===== src/common/pmt_consts.vh =====
// constants for the 8-bit period match timer
// included by the core module; definitions only
`ifndef PMT_CONSTS_VH
`define PMT_CONSTS_VH

// ****************************************
// register word offsets (byte address / 4)
// ****************************************
`define PMT_ADDR_CTRL 2'h0
`define PMT_ADDR_COUNT 2'h1
`define PMT_ADDR_PERIOD 2'h2
`define PMT_ADDR_FLAG 2'h3

// ****************************************
// control register fields
// ****************************************
`define PMT_CTRL_POST_HI 6
`define PMT_CTRL_POST_LO 3
`define PMT_CTRL_RUN 2
`define PMT_CTRL_PRE_HI 1
`define PMT_CTRL_PRE_LO 0
`define PMT_CTRL_MASK 8'h7f

// ****************************************
// reset values and codes
// ****************************************
`define PMT_CTRL_RST 8'h00
`define PMT_COUNT_RST 8'h00
`define PMT_PERIOD_RST 8'hff
`define PMT_FLAG_BIT 0
`define PMT_PRE_DIV1 2'h0
`define PMT_PRE_DIV4 2'h1
`define PMT_PRE_LAST1 4'h0
`define PMT_PRE_LAST4 4'h3
`define PMT_PRE_LAST16 4'hf
`define PMT_INSTR_DIV_LAST 2'h3

`endif


===== src/core/pmt_timer.v =====
// 8-bit period match timer with prescaler, postscaler and match flag
// assumes one system clock (oscillator), avalon-mm slave, word addresses
//
// Behaviour
// - input clock is oscillator divided by four, feeding the prescaler
// - prescaler divides by 1 for 00, 4 for 01, 16 for 1x
// - each prescaler pulse advances the count while running
// - count rises from zero, compared constantly against the period
// - on match the next increment loads zero instead
// - each match advances the postscaler counter
// - postscaler divides matches by select value plus one
// - each postscaler output sets the period match flag
// - count and period registers fully readable and writable anytime
// - reset clears count and sets period to all ones
// - run bit 2 starts and stops counting
// - postscale select in bits 6..3, prescale select in bits 1..0
// - scalers clear on count write, control write, reset
//
// The Avalon-MM slave port and the address map are this design's own decisions.
`include "pmt_consts.vh"

module pmt_timer
(
	// clock and reset
	input wire CLK_SYS,
	input wire RST_N,
	// avalon-mm slave
	input wire [1:0] AVS_ADDRESS,
	input wire AVS_READ,
	input wire AVS_WRITE,
	input wire [31:0] AVS_WRITEDATA,
	input wire [3:0] AVS_BYTEENABLE,
	output reg [31:0] AVS_READDATA,
	output reg AVS_WAITREQUEST,
	output reg [1:0] AVS_RESPONSE,
	// timer state
	output reg PERIOD_MATCH_FLAG,
	output reg POSTSCALE_PULSE
);

	// ****************************************
	// registers
	// ****************************************
	reg [7:0] timer_control_reg;
	reg [7:0] count_register;
	reg [7:0] period_register;
	reg [1:0] instr_div;
	reg [3:0] pre_cnt;
	reg [3:0] post_cnt;
	reg done;

	wire [1:0] prescale_select;
	wire [3:0] postscale_select;
	wire timer_run_bit;
	wire instr_tick;
	reg [3:0] pre_last;
	wire pre_tick;
	wire match;
	wire post_out;
	wire access;
	wire wr_ok;
	wire lane0;
	wire wr_ctrl;
	wire wr_count;
	wire wr_period;
	wire wr_flag;
	wire scaler_clr;

	assign prescale_select =
		timer_control_reg[`PMT_CTRL_PRE_HI:`PMT_CTRL_PRE_LO];
	assign postscale_select =
		timer_control_reg[`PMT_CTRL_POST_HI:`PMT_CTRL_POST_LO];
	assign timer_run_bit = timer_control_reg[`PMT_CTRL_RUN];

	// ****************************************
	// bus decode
	// ****************************************
	// one wait state: request taken on the edge where waitrequest is high, answered with waitrequest low the next cycle
	assign access = (AVS_READ | AVS_WRITE) & AVS_WAITREQUEST & ~done;
	assign lane0 = AVS_BYTEENABLE[0];
	assign wr_ok = access & AVS_WRITE & lane0;
	assign wr_ctrl = wr_ok & (AVS_ADDRESS == `PMT_ADDR_CTRL);
	assign wr_count = wr_ok & (AVS_ADDRESS == `PMT_ADDR_COUNT);
	assign wr_period = wr_ok & (AVS_ADDRESS == `PMT_ADDR_PERIOD);
	assign wr_flag = wr_ok & (AVS_ADDRESS == `PMT_ADDR_FLAG);
	assign scaler_clr = wr_ctrl | wr_count;

	// ****************************************
	// clock chain
	// ****************************************
	// instruction rate is one quarter of the system clock
	assign instr_tick = (instr_div == `PMT_INSTR_DIV_LAST);

	always @*
	begin
		if (prescale_select == `PMT_PRE_DIV1)
			pre_last = `PMT_PRE_LAST1;
		else if (prescale_select == `PMT_PRE_DIV4)
			pre_last = `PMT_PRE_LAST4;
		else
			pre_last = `PMT_PRE_LAST16;
	end

	// a count or control write wins over a step, so no pulse either
	assign pre_tick = timer_run_bit & instr_tick & ~scaler_clr &
		(pre_cnt >= pre_last);
	assign match = (count_register == period_register);
	assign post_out = pre_tick & match &
		(post_cnt >= postscale_select);

	always @(posedge CLK_SYS or negedge RST_N)
	begin
		if (!RST_N)
			instr_div <= 2'h0;
		else
			instr_div <= instr_div + 2'h1;
	end

	// ****************************************
	// prescaler, count and postscaler
	// ****************************************
	always @(posedge CLK_SYS or negedge RST_N)
	begin
		if (!RST_N)
		begin
			pre_cnt <= 4'h0;
			post_cnt <= 4'h0;
			count_register <= `PMT_COUNT_RST;
		end
		else if (wr_count)
		begin
			// a write replaces the count; no increment that cycle
			count_register <= AVS_WRITEDATA[7:0];
			pre_cnt <= 4'h0;
			post_cnt <= 4'h0;
		end
		else if (wr_ctrl)
		begin
			// count kept as is on a control write
			pre_cnt <= 4'h0;
			post_cnt <= 4'h0;
		end
		else if (timer_run_bit && instr_tick)
		begin
			if (pre_tick)
			begin
				pre_cnt <= 4'h0;
				if (match)
				begin
					count_register <= `PMT_COUNT_RST;
					if (post_out)
						post_cnt <= 4'h0;
					else
						post_cnt <= post_cnt + 4'h1;
				end
				else
					count_register <= count_register + 8'h01;
			end
			else
				pre_cnt <= pre_cnt + 4'h1;
		end
	end

	// ****************************************
	// software registers and flag
	// ****************************************
	always @(posedge CLK_SYS or negedge RST_N)
	begin
		if (!RST_N)
		begin
			timer_control_reg <= `PMT_CTRL_RST;
			period_register <= `PMT_PERIOD_RST;
			PERIOD_MATCH_FLAG <= 1'b0;
			POSTSCALE_PULSE <= 1'b0;
		end
		else
		begin
			POSTSCALE_PULSE <= post_out;
			if (wr_ctrl)
				timer_control_reg <=
					AVS_WRITEDATA[7:0] & `PMT_CTRL_MASK;
			if (wr_period)
				period_register <= AVS_WRITEDATA[7:0];
			// event set wins over a software clear in the same cycle
			if (post_out)
				PERIOD_MATCH_FLAG <= 1'b1;
			else if (wr_flag)
				PERIOD_MATCH_FLAG <=
					AVS_WRITEDATA[`PMT_FLAG_BIT];
		end
	end

	// ****************************************
	// bus handshake and read data
	// ****************************************
	always @(posedge CLK_SYS or negedge RST_N)
	begin
		if (!RST_N)
		begin
			AVS_WAITREQUEST <= 1'b1;
			AVS_READDATA <= 32'h0;
			AVS_RESPONSE <= 2'h0;
			done <= 1'b0;
		end
		else if (access)
		begin
			AVS_WAITREQUEST <= 1'b0;
			done <= 1'b1;
			AVS_RESPONSE <= 2'h0;
			AVS_READDATA <= 32'h0;
			if (AVS_ADDRESS == `PMT_ADDR_CTRL)
				AVS_READDATA[7:0] <= timer_control_reg;
			else if (AVS_ADDRESS == `PMT_ADDR_COUNT)
				AVS_READDATA[7:0] <= count_register;
			else if (AVS_ADDRESS == `PMT_ADDR_PERIOD)
				AVS_READDATA[7:0] <= period_register;
			else
				AVS_READDATA[`PMT_FLAG_BIT] <= PERIOD_MATCH_FLAG;
		end
		else
		begin
			AVS_WAITREQUEST <= 1'b1;
			done <= 1'b0;
		end
	end

endmodule


===== config.mk =====
export PLATFORM = sky130hd
export DESIGN_NAME = pmt_timer
export DESIGN_NICKNAME = d
export VERILOG_FILES = /design/src/core/pmt_timer.v
export VERILOG_INCLUDE_DIRS = /design/src /design/src/common
export SDC_FILE = /design/constraint.sdc
export NUM_CORES = 1
export LEC_CHECK = 0
export BUFFER_PORTS_ARGS = -buffer_cell sky130_fd_sc_hd__buf_2
export CAP_MARGIN = 20
export CORE_MARGIN = 1.5
export CORE_UTILIZATION = 47
export DETAILED_ROUTE_END_ITERATION = 8
export PLACE_DENSITY = 0.76
export SLEW_MARGIN = 20
export SYNTH_ARGS = -nofsm -noshare
export SYNTH_HDL_FRONTEND = slang
export SYNTH_SLANG_ARGS = --single-unit

===== constraint.sdc =====
create_clock -name CLK_SYS -period 2.1 [get_ports CLK_SYS]
set_input_delay 0.315 -clock CLK_SYS [delete_from_list [all_inputs] [get_ports CLK_SYS]]
set_output_delay 0.315 -clock CLK_SYS [all_outputs]
set_load 0.02 [all_outputs]

==> results of run 1 <==
==> stage by stage <==
step | instance area [µm²] | hold slack (ns) | TNS, ns
final | 3190 | 0.243 | -0.0282
after floorplan | 2880 | 0.0194 | 0
after detailed placement | 2990 | 0.214 | -0.129
after global placement | 2990 | 0.215 | -0.0534
after CTS | 3140 | 0.237 | -0.0998
after global routing | 3190 | 0.251 | -0.741
==> cell usage after synthesis (4+ instances only) <==
library cell	instances	share of area, %
inv_1	20	2.7
mux2_2	13	5.3
o221ai_1	4	1.3
nor2_1	20	2.7
nand2b_1	4	0.91
dfrtp_1	36	33
buf_2	4	0.72
nand2_1	19	2.6
mux2i_1	8	2.9
dfstp_2	9	8.6
nand3_1	7	1.3
ha_1	12	5.4
buf_4	27	7.3
o21ai_0	8	1.4
a21oi_1	16	2.9
nand4_1	5	1.1
xor2_1	9	2.9
a2bb2oi_1	4	1.3
==> area by class of cell <==
| type | count | area (µm²) |
|---|---|---|
| inverter | 20 | 75.1 |
| multi-input combinational | 201 | 1480 |
| tap | 72 | 90.1 |
| timing repair buffer | 47 | 297 |
| fill | 486 | 2380 |
| clock inverter | 1 | 30.0 |
| sequential | 45 | 1140 |
| clock buffer | 7 | 86.3 |
==> logic make-up (layout without fill, tap and decap cells) <==
family / Yosys count / in the layout / share of synthesized area [%]
xor+xnor: 9 / 9 / 2.85
buf+inv: 55 / 75 / 11.6
compound gates: 55 / 55 / 14.1
other cells: 1 / 26 / 0.136
mux: 22 / 22 / 9.02
flops: 45 / 45 / 41.2
fa+ha+maj: 12 / 12 / 5.44
simple gates: 77 / 77 / 15.6
==> critical path, stage by stage, from the launching register on <==
cell       delay [ns]
dfrtp_1          0.39
or2_4            0.27
ha_4             0.21
nand2b_4         0.14
a2111oi_4        0.40
nor3_4           0.12
o211a_1          0.23
a221o_1          0.25
==> what timing repair did <==
action,CTS,global route
setup buffers,1,1
resized for setup,1,12
pin swaps,1,6
endpoints found under the setup margin,7,15
hold buffers,1,0
hold endpoints to repair,11,0
==> routing by layer <==
layer / global-route usage, % / share of wire [%]
met1: 24.9 / 43
met2: 34.5 / 50
met3: 4.00 / 5.2
met4: 7.19 / 1.8
met5: 0 / 0
==> power by group <==
| group | internal (mW) | switching [mW] | leakage [nW] |
|---|---|---|---|
| Sequential | 1.28 | 0.333 | 0.525 |
| Combinational | 0.825 | 0.968 | 0.887 |
| Clock | 0.388 | 0.300 | 0.0585 |
==> cells in the final DEF, fill, tap and decap left out, types with 2 or more instances in the layout <==
cell and instances:
o221ai_1 3, nand2_1 19, nand4_1 5, dfrtp_1 36, ha_4 2, nor3_1 2
mux2_2 12, buf_2 25, or3_1 2, nor3b_2 2, clkbuf_8 6, o2bb2ai_1 3
conb_1 26, dfstp_2 9, o21a_1 2, o21ai_1 4, buf_4 20, o22ai_1 3
a2bb2oi_1 3, o21ai_0 6, a211oi_2 2, nand3_1 7, xor2_1 9, a21oi_1 15
ha_1 10, nor2_1 19, nand2b_1 4, inv_1 19, nor2b_1 2, mux2i_1 8
==> worst paths after layout <==
kind	slack, ns	cells after the start	endpoint	from
max in group asynchronous	1.09	3	period_register[4]	RST_N
min in group asynchronous	0.41	2	post_cnt[0]	RST_N
min	0.24	3	count_register[7]	AVS_WRITEDATA[7]
max reg2reg	-0.02	7	count_register[5]	timer_control_reg[0]
max	-0.02	7	count_register[5]	timer_control_reg[0]
min reg2reg	0.43	1	instr_div[0]	instr_div[0]
==> flow_summary.toml, run 1 <==
[cts]
clock-sinks = 45
h-tree-depth = 2
clkLatencyLatePin_ns = 0.31
numCtsBuffers = 5
root_buffer = "clkbuf_8"
cts_tree = "built"
cts_buffer_depth = 2
clk_pin_slew_ns = 0.09

[global_routing]
grt.total_usage_pct = 20.1
grt_pass1_vias = 2064
gr-total-overflow = 0
grt_max_degree = 18
antenna_found_initial = 0
grt_pass1_wl_um = 9780

[job]
drv_cap = 0

[synth]
avgSynthCellArea_um2 = 10.0
synth_area_mm2 = 0.00276
synthCells = 276
ys_types = 54
yosys_most_used_dff = "dfrtp_1"
yosysSeqAreaShare_pct = 41.2
synth_edf_count = 0
ys_async_sr_fraction_pct = 100
ys_seq_elements = 45
yosys_warnings = 0

[timing]
drv_slew = 0
fmax_mhz = 473
fin_crit_ns = 2.12
final_hold_viol_count = 0
rsz0062_at_grt = "true"
setup_violations = 2
fin_skew_ns = 0.0150
layout_setup_ws_ns = -0.0163
fin_crit_sh_pct = 101

[status]
violations = "negative setup slack"
status = "finished with violations"

[detailed_routing]
drt_wl_total_um = 5800
drtPass1Iterations = 4
wl_per_cell_um = 14.8
via_count = 2079
route.detailed.drc = 0
via_per_inst = 5.29
drt_iter0_drc = 162
final_antenna_net_count = 0

[critical_path]
required_ns = 2.29
endpoint_kind = "register"
cp.arrival_ns = 2.31
cp_max_fo = 5
worstSetupPathType = "register to register"
critPathLaunchType = "register"

[die]
num_rows = 27
die_h_um = 79.7
io-pin-count = 79
initial_utilization_pct = 49.5
die_w_um = 79.7
dieArea_mm2 = 0.00634
core_mm2 = 0.00557

[placed_design]
dp.cells = 382
portBuffers = 25
pre_cts_ws_ns = -0.0516
dp_hpwl_um = 4320
place_congestion = 0.812

[layout]
layout-area-overhead-vs-synth_pct = 15.6
drive_gt1_share_pct = 31.2
stdcell_count = 393
n_antenna_cell = 0
nNetsFinal = 374
reg.largest.list = "AVS_READDATA (8), count_register (8), period_register (8)"
fin_util_pct = 57.3

[power]
total_power_mw = 4.10
power.density_mw_per_mm2 = 1280
ir_worst_vdd_v = 0.000641
p_leak_nw = 1.47

[worst_hold_path]
min_path_type = "input port to register"
Power figures use the tool's default switching activity.
==> run 2: changes to the inputs <==
- SETUP_SLACK_MARGIN: not set -> 0.1
- SKIP_LAST_GASP: not set -> 1
==> flow_summary.toml, run 2 (synthesis results as in run 1) <==
[power]
ir_worst_vdd_v = 0.000487
netSwitchingFraction_pct = 40.4
p_leak_nw = 1.47
pwr-share-comb_pct = 46.3
seqPwrFrac_pct = 40.7
power.density_mw_per_mm2 = 1240
p_switching_mw = 1.60
total_power_mw = 3.96
clockPowerShare_pct = 13.0
p_int_mw = 2.36

[critical_path]
critical_path.startpoint = "timer_control_reg[1]"
worstSetupPathType = "register to register"
rr_startpoint = "timer_control_reg[1]"
worst_path_max_delay_cell = "or3_4"
required_ns = 2.27
critPathCapture = "post_cnt[3]"
cp_cell_sequence = "or2_4 > ha_4 > nand2b_4 > a2111oi_4 > buf_4 > or3_4 > a211oi_1 > o22ai_1"
rr_endpoint = "post_cnt[3]"
r2r_cells = 8
path_buf_inv = 1
critPathLaunchType = "register"
rrSetupSlack_ns = -0.01
max_stage_delay_ns = 0.39
path_delay_family = "simple AND/OR/NAND/NOR gates"
cp.depth = 8
cp.arrival_ns = 2.29
cp_max_fo = 4
endpoint_kind = "register"

[timing]
fmax_mhz = 474
setup_tns_ns = -0.0119
layout_setup_ws_ns = -0.0119
final_hold_viol_count = 0
whs_ns = 0.231
drv_slew = 0
fin_skew_ns = 0.00780
fin_crit_ns = 2.11
setup_violations = 1
worstMarginPinSlew_ns = 0.520
fin_crit_sh_pct = 101
slew_headroom_pct = 65.0
rsz0062_at_grt = "true"

[die]
die_w_um = 79.7
io-pin-count = 79
num_rows = 27
die_h_um = 79.7
dieArea_mm2 = 0.00634
core_mm2 = 0.00557
initial_utilization_pct = 49.5

[placed_design]
placed_area_mm2 = 0.00301
pre_cts_ws_ns = -0.0447
dp.cells = 382
dp_hpwl_um = 4330
place_congestion = 0.849
portBuffers = 25

[global_routing]
grt_pass1_wl_um = 9250
gr-total-overflow = 0
grt.busiest_layer = "met2"
grt_use_met3_pct = 3.43
grt.total_usage_pct = 18.9
grt_max_degree = 18
antenna_found_initial = 0
grt.met1_usage_pct = 23.8
grt_pass1_vias = 1967
met2_usage_pct = 33.0

[detailed_routing]
via_per_inst = 5.20
drt_wl_total_um = 5620
route.detailed.drc = 0
wl_per_cell_um = 14.3
drtPass1Iterations = 4
drt_iter0_drc = 103
via_count = 2037
final_antenna_net_count = 0

[layout]
fin_util_pct = 57.1
n_antenna_cell = 0
finalInstanceArea_mm2 = 0.00319
num-fill-cells = 495
stdcell_count = 392
layout_common_cells = "dfrtp_1, conb_1, buf_2"
nNetsFinal = 373
final_common_cell = "dfrtp_1"
reg.largest.list = "AVS_READDATA (8), count_register (8), period_register (8)"
layout-area-overhead-vs-synth_pct = 15.4
drive_gt1_share_pct = 32.5

[cts]
clkLatencyLatePin_ns = 0.30
cts_tree = "built"
clock-sinks = 45
clk_pin_slew_ns = 0.08
cts_buffer_depth = 2
root_buffer = "clkbuf_8"
numCtsBuffers = 5
h-tree-depth = 2

[status]
status = "finished with violations"
violations = "negative setup slack"

[job]
drv_cap = 0

[worst_hold_path]
min_path_type = "input port to register"
## run 2: layout make-up
class	count	area [µm²]	share of cell area [%]
Multi-Input combinational cell	201	1510	47.3
Sequential cell	45	1140	35.7
Timing Repair Buffer	46	293	9.19
Tap cell	72	90.1	2.83
Inverter	20	75.1	2.36
Clock buffer	6	72.6	2.28
Clock inverter	2	10.0	0.314
## run 2: repair_timing
action / 4_1_cts / 5_1_grt
endpoints found under the hold margin: 13 / 0
gates resized for setup: 3 / 17
buffers inserted: 1 / 0
setup endpoints to repair: 11 / 18
pin swaps: 6 / 9
hold buffers: 1 / 0
## run 2: worst min-delay path, cell delays in order
cell and delay (ns):
buf_2 0.08, nand2_1 0.05, o221ai_2 0.05
## run 2: metal layers
metal	wire [µm]	vias up
li1	-	1008
met1	2490	975
met2	2850	48
met3	211	6
met4	57	0
met5	0	-
## run 2: power groups by stage
stage                     clock, mW  combinational (mW)  sequential, mW
final                         0.515                1.83            1.61
after global routing          0.562                2.03            1.66
after CTS                     0.525                1.78            1.61
after detailed placement          0                1.73            1.63
after global placement            0                1.66            1.60
after floorplan                   0                1.26            1.65
## run 2: how the worst min path moves through the flow
stage | start | endpoint | slack [ns] | cells after the start
2_1_floorplan | RST_N | AVS_READDATA[0] | 0.02 | 0
3_3_place_gp | RST_N | pre_cnt[0] | 0.23 | 1
3_5_place_dp | RST_N | pre_cnt[0] | 0.25 | 1
4_1_cts | AVS_WRITEDATA[7] | count_register[7] | 0.24 | 3
5_1_grt | AVS_WRITEDATA[7] | count_register[7] | 0.25 | 3
6_report | AVS_WRITEDATA[7] | count_register[7] | 0.23 | 3
